--- config.mk ---
export PLATFORM = sky130hd
export DESIGN_NAME = pfgj_port_ctrl
export DESIGN_NICKNAME = d
export VERILOG_FILES = /design/src/pfgj_port_ctrl.v
export VERILOG_INCLUDE_DIRS = /design/src /design/src/src
export SDC_FILE = /design/constraint.sdc
export NUM_CORES = 1
export LEC_CHECK = 0
export BUFFER_PORTS_ARGS = -buffer_cell sky130_fd_sc_hd__buf_2
export CELL_PAD_IN_SITES_DETAIL_PLACEMENT = 1
export CELL_PAD_IN_SITES_GLOBAL_PLACEMENT = 1
export CORE_MARGIN = 1
export CORE_UTILIZATION = 36
export CTS_CLUSTER_SIZE = 8
export DETAILED_ROUTE_END_ITERATION = 8
export PLACE_DENSITY = 0.77
export SLEW_MARGIN = 20
export SYNTH_ARGS = -nofsm -noshare
export SYNTH_HDL_FRONTEND = slang
export SYNTH_SLANG_ARGS = --single-unit
export TNS_END_PERCENT = 20
--- constraint.sdc ---
create_clock -name clk_i -period 2.4 [get_ports clk_i]
set_input_delay 0.36 -clock clk_i [delete_from_list [all_inputs] [get_ports clk_i]]
set_output_delay 0.36 -clock clk_i [all_outputs]
set_load 0.01 [all_outputs]
--- src/pfgj_regs.vh ---
// Register offsets, field positions and reset values for the port F/G/J block
`ifndef PFGJ_REGS_VH
`define PFGJ_REGS_VH

// ************************************************************
// Register byte addresses (word aligned)
// ************************************************************
`define PFGJ_ADR_PIN_DATA_F      8'h00
`define PFGJ_ADR_OUTPUT_LATCH_F  8'h04
`define PFGJ_ADR_DIRECTION_F     8'h08
`define PFGJ_ADR_PIN_DATA_G      8'h0C
`define PFGJ_ADR_OUTPUT_LATCH_G  8'h10
`define PFGJ_ADR_DIRECTION_G     8'h14
`define PFGJ_ADR_PIN_DATA_J      8'h18
`define PFGJ_ADR_OUTPUT_LATCH_J  8'h1C
`define PFGJ_ADR_DIRECTION_J     8'h20
`define PFGJ_ADR_SEG_BANK_THREE  8'h24
`define PFGJ_ADR_SEG_BANK_FOUR   8'h28
`define PFGJ_ADR_SEG_BANK_F      8'h2C
`define PFGJ_ADR_PERIPH_CTRL     8'h30

// ************************************************************
// Field positions
// ************************************************************
`define PFGJ_G_IO_W              5
`define PFGJ_G_RESET_PIN_BIT     5
`define PFGJ_F_REF_PIN_BIT       1
`define PFGJ_F_SLAVE_SEL_BIT     3
`define PFGJ_CTRL_REF_EN_BIT     0
`define PFGJ_CTRL_ANALOG_F_BIT   1
`define PFGJ_CTRL_FORCE_OUT_BIT  2
`define PFGJ_CTRL_FORCE_IN_BIT   3

// ************************************************************
// Reset values
// ************************************************************
`define PFGJ_RST_DIR_F           4'hF
`define PFGJ_RST_DIR_G           5'h1F
`define PFGJ_RST_DIR_J           8'hFF
`define PFGJ_RST_LATCH_F         4'h0
`define PFGJ_RST_LATCH_G         5'h00
`define PFGJ_RST_LATCH_J         8'h00
`define PFGJ_RST_SEG_G           5'h00
`define PFGJ_RST_SEG_J           8'h00
`define PFGJ_RST_SEG_F           4'h0
`define PFGJ_RST_CTRL            4'h2

`endif

--- src/pfgj_port_ctrl.v ---
// Pin control for port F upper nibble, port G and port J behind a classic Wishbone slave
`timescale 1ns/1ns
`default_nettype none
`include "pfgj_regs.vh"

// Notes on behaviour
// - Port G has six pins, one input-only
// - Direction one is input, zero drives latch
// - Latch register readable; reads latch, not pin
// - Peripherals may force a pin output or input
// - Forced direction never stored in direction register
// - G4..G0 shared with bank-three segments
// - Sixth G pin input only, reset-select controlled
// - After reset G pins come up as inputs
// - F5 output off when segment or reference on
// - Reference output kills all F5 digital I/O
// - Analog default at reset; output unaffected
// - F7 drives latch unless segment; feeds slave-select
// - J pins drive latch when dir zero, segment off
// - Segment owning pin overrides its direction bit
// - J0..J3 seg 32..35, J4..J7 seg 39..36
// - Port data read gives pins; write sets latch
module pfgj_port_ctrl (
   input  wire        clk_i,          // System clock, 125 MHz
   input  wire        rst_i,          // Synchronous reset, active high
   input  wire [7:0]  wb_adr_i,       // Wishbone byte address
   input  wire [31:0] wb_dat_i,       // Wishbone write data
   output reg  [31:0] wb_dat_o,       // Wishbone read data
   input  wire        wb_we_i,        // Wishbone write enable
   input  wire [3:0]  wb_sel_i,       // Wishbone byte selects
   input  wire        wb_cyc_i,       // Wishbone cycle
   input  wire        wb_stb_i,       // Wishbone strobe
   output reg         wb_ack_o,       // Wishbone acknowledge
   output reg         wb_err_o,       // Wishbone error, unmapped address
   input  wire        reset_pin_select_bit_i, // Configuration: 1 = master clear
   input  wire [3:0]  pin_f_i,        // Pin levels F7..F4
   output wire [3:0]  pin_f_o,        // Pin drive values F7..F4
   output wire [3:0]  pin_f_oe_o,     // Pin drive enables F7..F4
   input  wire [5:0]  pin_g_i,        // Pin levels G5..G0
   output wire [4:0]  pin_g_o,        // Pin drive values G4..G0
   output wire [4:0]  pin_g_oe_o,     // Pin drive enables G4..G0
   input  wire [7:0]  pin_j_i,        // Pin levels J7..J0
   output wire [7:0]  pin_j_o,        // Pin drive values J7..J0
   output wire [7:0]  pin_j_oe_o,     // Pin drive enables J7..J0
   output wire [3:0]  seg_f_en_o,     // Segment drivers own F7..F4
   output wire [4:0]  seg_g_en_o,     // Segment drivers own G4..G0
   output wire [7:0]  seg_num_en_o,   // Segments 39..32 enabled
   output wire        comparator_reference_output_o, // Reference owns F5
   output wire        master_clear_n_o, // Master clear level, active low
   output wire        slave_select_o, // Slave select to serial module
   input  wire [3:0]  periph_force_out_i, // Peripheral forces F pin output
   input  wire [3:0]  periph_force_in_i,  // Peripheral forces F pin input
   input  wire [3:0]  periph_out_i,   // Peripheral drive value on F pins
   input  wire [4:0]  periph_g_force_out_i, // Peripheral forces G pin output
   input  wire [4:0]  periph_g_force_in_i,  // Peripheral forces G pin input
   input  wire [4:0]  periph_g_out_i  // Peripheral drive value on G pins
);

   // ************************************************************
   // Registers
   // ************************************************************
   reg  [3:0]  output_latch_f_ff;
   reg  [3:0]  direction_bits_f_ff;
   reg  [4:0]  output_latch_g_ff;
   reg  [4:0]  direction_bits_g_ff;
   reg  [7:0]  output_latch_j_ff;
   reg  [7:0]  direction_bits_j_ff;
   reg  [4:0]  segment_enable_bank_three_ff;
   reg  [7:0]  seg_bank_four_ff;
   reg  [3:0]  seg_bank_f_ff;
   reg  [3:0]  ctrl_ff;
   reg  [3:0]  sync1_f_ff;
   reg  [3:0]  sync2_f_ff;
   reg  [5:0]  sync1_g_ff;
   reg  [5:0]  sync2_g_ff;
   reg  [7:0]  sync1_j_ff;
   reg  [7:0]  sync2_j_ff;
   reg  [31:0] nxt_dat;
   reg         nxt_hit;

   wire req   = wb_cyc_i & wb_stb_i & ~wb_ack_o & ~wb_err_o;
   wire wr    = req & wb_we_i & wb_sel_i[0];
   wire ref_en    = ctrl_ff[`PFGJ_CTRL_REF_EN_BIT];
   wire analog_f  = ctrl_ff[`PFGJ_CTRL_ANALOG_F_BIT];

   // Byte lane zero write to a given address
   function wr_hit;
      input [7:0] a;
      begin
         wr_hit = wr & (wb_adr_i == a);
      end
   endfunction

   // ************************************************************
   // Pin synchronisers
   // ************************************************************
   // Reset to the idle high level of slave select and master clear, so that
   // release of reset shows no false select or clear pulse
   always @(posedge clk_i) begin
      if (rst_i) begin
         sync1_f_ff <= 4'h8;
         sync2_f_ff <= 4'h8;
         sync1_g_ff <= 6'h20;
         sync2_g_ff <= 6'h20;
         sync1_j_ff <= 8'h00;
         sync2_j_ff <= 8'h00;
      end else begin
         sync1_f_ff <= pin_f_i;
         sync2_f_ff <= sync1_f_ff;
         sync1_g_ff <= pin_g_i;
         sync2_g_ff <= sync1_g_ff;
         sync1_j_ff <= pin_j_i;
         sync2_j_ff <= sync1_j_ff;
      end
   end

   // ************************************************************
   // Register writes
   // ************************************************************
   always @(posedge clk_i) begin
      if (rst_i) begin
         output_latch_f_ff            <= `PFGJ_RST_LATCH_F;
         direction_bits_f_ff          <= `PFGJ_RST_DIR_F;
         output_latch_g_ff            <= `PFGJ_RST_LATCH_G;
         direction_bits_g_ff          <= `PFGJ_RST_DIR_G;
         output_latch_j_ff            <= `PFGJ_RST_LATCH_J;
         direction_bits_j_ff          <= `PFGJ_RST_DIR_J;
         segment_enable_bank_three_ff <= `PFGJ_RST_SEG_G;
         seg_bank_four_ff             <= `PFGJ_RST_SEG_J;
         seg_bank_f_ff                <= `PFGJ_RST_SEG_F;
         ctrl_ff                      <= `PFGJ_RST_CTRL;
      end else begin
         // Port data and latch addresses share the latch
         if (wr_hit(`PFGJ_ADR_PIN_DATA_F) | wr_hit(`PFGJ_ADR_OUTPUT_LATCH_F))
            output_latch_f_ff <= wb_dat_i[7:4];
         if (wr_hit(`PFGJ_ADR_DIRECTION_F))
            direction_bits_f_ff <= wb_dat_i[7:4];
         if (wr_hit(`PFGJ_ADR_PIN_DATA_G) | wr_hit(`PFGJ_ADR_OUTPUT_LATCH_G))
            output_latch_g_ff <= wb_dat_i[4:0];
         if (wr_hit(`PFGJ_ADR_DIRECTION_G))
            direction_bits_g_ff <= wb_dat_i[4:0];
         if (wr_hit(`PFGJ_ADR_PIN_DATA_J) | wr_hit(`PFGJ_ADR_OUTPUT_LATCH_J))
            output_latch_j_ff <= wb_dat_i[7:0];
         if (wr_hit(`PFGJ_ADR_DIRECTION_J))
            direction_bits_j_ff <= wb_dat_i[7:0];
         if (wr_hit(`PFGJ_ADR_SEG_BANK_THREE))
            segment_enable_bank_three_ff <= wb_dat_i[4:0];
         if (wr_hit(`PFGJ_ADR_SEG_BANK_FOUR))
            seg_bank_four_ff <= wb_dat_i[7:0];
         if (wr_hit(`PFGJ_ADR_SEG_BANK_F))
            seg_bank_f_ff <= wb_dat_i[7:4];
         if (wr_hit(`PFGJ_ADR_PERIPH_CTRL))
            ctrl_ff <= wb_dat_i[3:0];
      end
   end

   // ************************************************************
   // Pin ownership
   // ************************************************************
   // Port F: segment or reference first, then peripheral, then direction
   wire [3:0] f_block;
   assign f_block = seg_bank_f_ff | ({3'h0, ref_en} << `PFGJ_F_REF_PIN_BIT);

   genvar gi;
   generate
      for (gi = 0; gi < 4; gi = gi + 1) begin : g_pf
         wire forced_out = periph_force_out_i[gi] & ~periph_force_in_i[gi];
         wire drive = ~f_block[gi] & (forced_out |
                      (~periph_force_in_i[gi] & ~direction_bits_f_ff[gi]));
         assign pin_f_oe_o[gi] = drive;
         // Analog selection leaves the driven value alone
         assign pin_f_o[gi] = forced_out ? periph_out_i[gi] : output_latch_f_ff[gi];
      end
      for (gi = 0; gi < 5; gi = gi + 1) begin : g_pg
         wire forced_out = periph_g_force_out_i[gi] & ~periph_g_force_in_i[gi];
         wire drive = ~segment_enable_bank_three_ff[gi] & (forced_out |
                      (~periph_g_force_in_i[gi] & ~direction_bits_g_ff[gi]));
         assign pin_g_oe_o[gi] = drive;
         assign pin_g_o[gi] = forced_out ? periph_g_out_i[gi] : output_latch_g_ff[gi];
      end
      for (gi = 0; gi < 8; gi = gi + 1) begin : g_pj
         assign pin_j_oe_o[gi] = ~seg_bank_four_ff[gi] & ~direction_bits_j_ff[gi];
         assign pin_j_o[gi] = output_latch_j_ff[gi];
      end
   endgenerate

   assign seg_f_en_o = seg_bank_f_ff;
   assign seg_g_en_o = segment_enable_bank_three_ff;
   // Segments 35..32 on J3..J0, segments 39..36 on J4..J7
   assign seg_num_en_o = {seg_bank_four_ff[4], seg_bank_four_ff[5],
                          seg_bank_four_ff[6], seg_bank_four_ff[7],
                          seg_bank_four_ff[3:0]};
   assign comparator_reference_output_o = ref_en;

   // Dual-purpose pin: master clear unless configured as port input
   wire rp5 = sync2_g_ff[`PFGJ_G_RESET_PIN_BIT];
   assign master_clear_n_o = reset_pin_select_bit_i ? rp5 : 1'b1;
   assign slave_select_o = sync2_f_ff[`PFGJ_F_SLAVE_SEL_BIT];

   // ************************************************************
   // Read-back values
   // ************************************************************
   // Analog-selected F pins read zero; reference-owned F5 gives no input
   wire [3:0] f_read_mask;
   assign f_read_mask = ~({4{analog_f}} & 4'h7) &
                        ~({3'h0, ref_en} << `PFGJ_F_REF_PIN_BIT);
   wire [3:0] f_pins = sync2_f_ff & f_read_mask;
   // Segment-owned G and J pins have no digital input; G5 reads only as port input
   wire [5:0] g_pins = {sync2_g_ff[5] & ~reset_pin_select_bit_i,
                        sync2_g_ff[4:0] & ~segment_enable_bank_three_ff};
   wire [7:0] j_pins = sync2_j_ff & ~seg_bank_four_ff;

   always @* begin
      nxt_dat = 32'h00000000;
      nxt_hit = 1'b1;
      case (wb_adr_i)
         `PFGJ_ADR_PIN_DATA_F:     nxt_dat[7:4] = f_pins;
         `PFGJ_ADR_OUTPUT_LATCH_F: nxt_dat[7:4] = output_latch_f_ff;
         `PFGJ_ADR_DIRECTION_F:    nxt_dat[7:4] = direction_bits_f_ff;
         `PFGJ_ADR_PIN_DATA_G:     nxt_dat[5:0] = g_pins;
         `PFGJ_ADR_OUTPUT_LATCH_G: nxt_dat[4:0] = output_latch_g_ff;
         `PFGJ_ADR_DIRECTION_G:    nxt_dat[4:0] = direction_bits_g_ff;
         `PFGJ_ADR_PIN_DATA_J:     nxt_dat[7:0] = j_pins;
         `PFGJ_ADR_OUTPUT_LATCH_J: nxt_dat[7:0] = output_latch_j_ff;
         `PFGJ_ADR_DIRECTION_J:    nxt_dat[7:0] = direction_bits_j_ff;
         `PFGJ_ADR_SEG_BANK_THREE: nxt_dat[4:0] = segment_enable_bank_three_ff;
         `PFGJ_ADR_SEG_BANK_FOUR:  nxt_dat[7:0] = seg_bank_four_ff;
         `PFGJ_ADR_SEG_BANK_F:     nxt_dat[7:4] = seg_bank_f_ff;
         `PFGJ_ADR_PERIPH_CTRL:    nxt_dat[3:0] = ctrl_ff;
         default:                  nxt_hit = 1'b0;
      endcase
   end

   // ************************************************************
   // Bus answer: one registered cycle, dropped the cycle after
   // ************************************************************
   always @(posedge clk_i) begin
      if (rst_i) begin
         wb_ack_o <= 1'b0;
         wb_err_o <= 1'b0;
         wb_dat_o <= 32'h00000000;
      end else begin
         wb_ack_o <= req & nxt_hit;
         wb_err_o <= req & ~nxt_hit;
         if (req & ~wb_we_i)
            wb_dat_o <= nxt_dat;
      end
   end

endmodule
`default_nettype wire

# Yosys cells after proc, flatten, opt, wreduce, memory -nomap -nowiden

Index checks and enable logic that the tools add are counted.

Logic and storage cells: 174
Output and inout port bits: 88
Bits of input ports: 95
Register bits after elaboration: 101

Bitwise gates (word level): 126
Reduce and logical (&&, ||, !) cells: 2
Mux-type cells: 15
Eq/ne operators: 12

Operators by type and width:

| operator                                                        | number |
|---|---|
| 1-bit bitwise AND                                               | 57 |
| 1-bit inverter                                                  | 48 |
| 8-bit by 6-bit == test with 1-bit output, second input constant | 5 |
| 4-bit one-hot mux with 9 select lines                           | 1 |
| 8-bit by 5-bit == test with 1-bit output, second input constant | 4 |
| 8-bit by 4-bit == test with 1-bit output, second input constant | 2 |
| 2-bit one-hot mux with 8 select lines                           | 1 |
| 13-bit OR reduction                                             | 1 |
| 1-bit bitwise OR                                                | 12 |
| 1-bit one-hot mux with 12 select lines                          | 1 |
| 1-bit two-way mux                                               | 11 |
| 1-bit one-hot mux with 9 select lines                           | 1 |
| 4-bit bitwise AND                                               | 2 |
| 8-bit bitwise AND                                               | 1 |
| 8-bit by 3-bit == test with 1-bit output, second input constant | 1 |
| 8-bit logical NOT                                               | 1 |
| 8-bit inverter                                                  | 1 |
| 5-bit bitwise AND                                               | 1 |
| 5-bit inverter                                                  | 1 |
| 2-bit inverter with 4-bit output                                | 1 |
| 3-bit inverter with 4-bit output                                | 1 |
| 4-bit by 2-bit bitwise OR with 4-bit output                     | 1 |

# Longest topological paths before layout

Depth in word-level cells: 7
Gate-level depth with buffers: 7

# Worst setup path before layout

OpenSTA, ideal clock, no wires.

Path type: flip-flop to flip-flop
From: register wb_err_o
To: register direction_bits_j_ff[5]
Setup time: 120 ps
Data required time: 2280 ps
Slack: 530 ps
Data arrival time: 1751 ps
Stages on the path, launching flop included: 8
Cells stage by stage: dfxtp_1 > nand4bb_1 > or2_1 > buf_6 > nor3_4 > buf_4 > nor2b_1 > a211o_1

Longest elaborated chain between the ends: 5

RTL lines:

| item                            | line                 | RTL |
|---|---|---|
| start, declared                 | pfgj_port_ctrl.v:34  | `output reg wb_err_o,` |
| start signal, assigned          | pfgj_port_ctrl.v:244 | `wb_err_o <= req & ~nxt_hit;` |
| 1-bit inverter                  | pfgj_port_ctrl.v:81  | `wire req = wb_cyc_i & wb_stb_i & ~wb_ack_o & ~wb_err_o;` |
| 1-bit bitwise AND               | pfgj_port_ctrl.v:81  |  |
| 1-bit bitwise AND (2 in series) | pfgj_port_ctrl.v:82  | `wire wr = req & wb_we_i & wb_sel_i[0];` |
| 1-bit bitwise AND               | pfgj_port_ctrl.v:90  | `wr_hit = wr & (wb_adr_i == a);` |
| end signal, assigned            | pfgj_port_ctrl.v:127 | `` direction_bits_j_ff <= `PFGJ_RST_DIR_J; `` |
| end signal, assigned            | pfgj_port_ctrl.v:145 | `direction_bits_j_ff <= wb_dat_i[7:0];` |
| end, declared                   | pfgj_port_ctrl.v:67  | `reg [7:0] direction_bits_j_ff;` |

Every way passes these cells.
A chain may end at the register's enable or synchronous reset.

# Worst setup path after layout

From: register wb_err_o
To: register segment_enable_bank_three_ff[2] (netlist: seg_g_en_o[2])

Longest elaborated chain between the ends: 5

RTL lines:

| item                            | line                 | RTL |
|---|---|---|
| 1-bit inverter                  | pfgj_port_ctrl.v:81  |  |
| 1-bit bitwise AND               | pfgj_port_ctrl.v:81  |  |
| 1-bit bitwise AND (2 in series) | pfgj_port_ctrl.v:82  |  |
| 1-bit bitwise AND               | pfgj_port_ctrl.v:90  |  |
| end signal, assigned            | pfgj_port_ctrl.v:128 | `` segment_enable_bank_three_ff <= `PFGJ_RST_SEG_G; `` |
| end signal, assigned            | pfgj_port_ctrl.v:147 | `segment_enable_bank_three_ff <= wb_dat_i[4:0];` |
| end, declared                   | pfgj_port_ctrl.v:68  | `reg [4:0] segment_enable_bank_three_ff;` |

Every way passes these cells.

==> flow_summary.ini <==
[outcome]
status = finished, final reports clean

[worst_setup_path]
crit_arrival_ps = 2360
critPathCaptureType = flop
required_ps = 2640
worstPathMaxFanout = 13
worst-setup-path-type = reg2reg
critPathLaunchType = flop

[die]
start_util_pct = 37.6
die_w_um = 118
pin_count = 183
die_h_um = 118
rows = 41
die_area_um2 = 13900
coreArea_um2 = 12800

[grt]
grt_pass1_vias = 4354
antenna_found_initial = 0
overflow = 0
grt_max_degree = 48
grt_first_pass_wirelength_mm = 23.7
grt_usage_pct = 21.9

[yosys]
synth_area_leaders = dfxtp_1 (42%), mux2i_1 (7.9%), nor2b_1 (7.4%)
synth_top_area_share_pct = 41.9
ys_async_sr_fraction_pct = 0
yosys_warnings = 0
synth_xor_area_share_pct = 0.182
synth_edf_count = 0
synthCells = 526
synth_top_family_by_area = simple AND/OR/NAND/NOR gates
synth_top_cell_by_area = dfxtp_1
synthMuxAreaShare_pct = 8.82
synth_compound_area_share_pct = 15.5
synthSimpleGateAreaFrac_pct = 24.4
ys.flop_type = dfxtp_1
avgSynthCellArea_um2 = 9.17
synth_adder_area_share_pct = 0
synth.cell_area_um2 = 4820
synthDistinctLibCells = 56
synth-seq-cells = 101
yosysSeqAreaShare_pct = 41.9

[clock_network]
clockRootBuffer = clkbuf_16
hold_buffers = 0
cts_tree = yes
cts_made_buffers = 9
worstSkewPairLatency_ps = 350
path_clk_slew_ps = 80
cts_buffer_depth = 2
post_cts_buffers = 0
cts-resized-gates = 0
htree_levels = 3
cts_sinks = 101

[timing]
maxSlewHeadroom_pct = 53.9
hold_slack_ps = 190
fin_crit_sh_pct = 88.4
fin_skew_ps = 7.23
setup_ws_ps = 278
fin_tns_setup_ps = 0
final_hold_viol_count = 0
tightest_slew_ps = 691
clock.fmax_mhz = 471
setup_violations = 0
rsz0062_at_grt = no
period_needed_ps = 2120
drv_slew = 0

[placement]
place_congestion = 1.01
place_ws_ps = 130
numPortBuffers = 131
dpl.hpwl_mm = 11.5
dpl_cell_area_um2 = 5670

[detailed_routing]
wl_mm = 15.0
vias = 4345
first_iter_violations = 301
drt_first_pass_iters = 4
remaining_drc_errors = 0
drtAntennaViolNets = 0
vias_per_cell = 5.18
wl_per_cell_um = 17.8

[final_layout]
finish.utilization_pct = 46.8
nFillCells = 1552
mostFrequentLayoutCell = buf_2
design_area_um2 = 6000
flow.area_growth_from_synthesis_pct = 24.4
final_net_count = 757
final_cell_mix = buf_2 (131), dfxtp_1 (101), nor2b_1 (57)
diodes = 0
drive_gt1_share_pct = 30.0

[hold_path]
hp-class = in2reg

[power_and_ir_drop]
ir_worst_vdd_mv = 0.459
p_leak_nw = 2.61
p_per_area_nw_per_um2 = 603

[job]
drv_cap = 0
[metrics by stage]
stage | power (mW) | std cells
detailed placement | 2.08 | 823
global placement | 2.07 | 823
global route | 3.76 | 839
finish | 3.62 | 839
CTS | 3.65 | 839
floorplan | 1.96 | 549
[cells by family (layout without fill, tap and decap cells)]
family,count (synthesis),in the layout
multiplexers,41,41
buffers and inverters,78,196
XOR/XNOR,1,1
other,1,24
flip-flops,101,101
AND/OR/NAND/NOR,200,200
AO/OA/AOI/OAI,104,104
[cell usage after synthesis, types with 7 or more instances]
| cell | number |
|---|---|
| dfxtp_1 | 101 |
| nor2b_1 | 57 |
| nor2_1 | 46 |
| mux2i_1 | 38 |
| buf_4 | 35 |
| nand2_1 | 34 |
| o21ai_0 | 25 |
| a211o_1 | 19 |
| clkbuf_1 | 19 |
| inv_1 | 17 |
| nand3b_1 | 13 |
| a21oi_1 | 10 |
| a211oi_1 | 8 |
| a32oi_1 | 7 |
| nand3_1 | 7 |
| nor3_1 | 7 |
[flip-flops by register name (all words and copies together), names as in the netlist, 5 cells and up]
register             count
seg_g_en_o               5
wb_dat_o                 8
sync1_j_ff               8
direction_bits_g_ff      5
output_latch_g_ff        5
pin_j_o                  8
sync1_g_ff               6
seg_bank_four_ff         8
direction_bits_j_ff      8
sync2_g_ff               6
sync2_j_ff               8
[per-layer routing]
metal	GRT usage (%)	vias to the layer above	wire, µm
met3	4.65	23	826
met4	6.57	0	218
met2	36.5	127	7210
li1	-	2076	-
met1	28.2	2119	6710
met5	0	-	0
[power by group]
| part | internal, mW | switching (mW) |
|---|---|---|
| registers | 1.70 | 0.0114 |
| logic | 0.130 | 0.199 |
| clock network | 0.848 | 0.724 |
[critical path, stage by stage (launching register included)]
cell	delay, ps
dfxtp_1	310
nand4bb_1	270
or2_1	280
buf_4	220
buf_4	200
nor3_4	420
mux2i_1	260
nor2_1	60
[worst paths after layout]
check                      startpoint                    endpoint  slack, ps  depth (start not counted)
max               wb_err_o$_SDFF_PP0_  seg_g_en_o[2]$_SDFFE_PP0P_        280                          7
max reg2reg       wb_err_o$_SDFF_PP0_  seg_g_en_o[2]$_SDFFE_PP0P_        280                          7
min reg2reg  sync1_g_ff[5]$_SDFF_PP1_    sync2_g_ff[5]$_SDFF_PP1_        410                          1
min                        pin_f_i[3]    sync1_f_ff[3]$_SDFF_PP1_        190                          2
[area by class of cell]
| cell class | instances | area, µm² | share of cell area [%] |
|---|---|---|---|
| tap | 172 | 215 | 3.59 |
| clock buffer | 9 | 225 | 3.75 |
| multi-input combinational | 370 | 2450 | 40.9 |
| inverter | 17 | 63.8 | 1.06 |
| clock inverter | 7 | 97.6 | 1.63 |
| timing repair buffer | 163 | 921 | 15.3 |
| sequential | 101 | 2020 | 33.7 |
(Power assumes the default switching activity.)
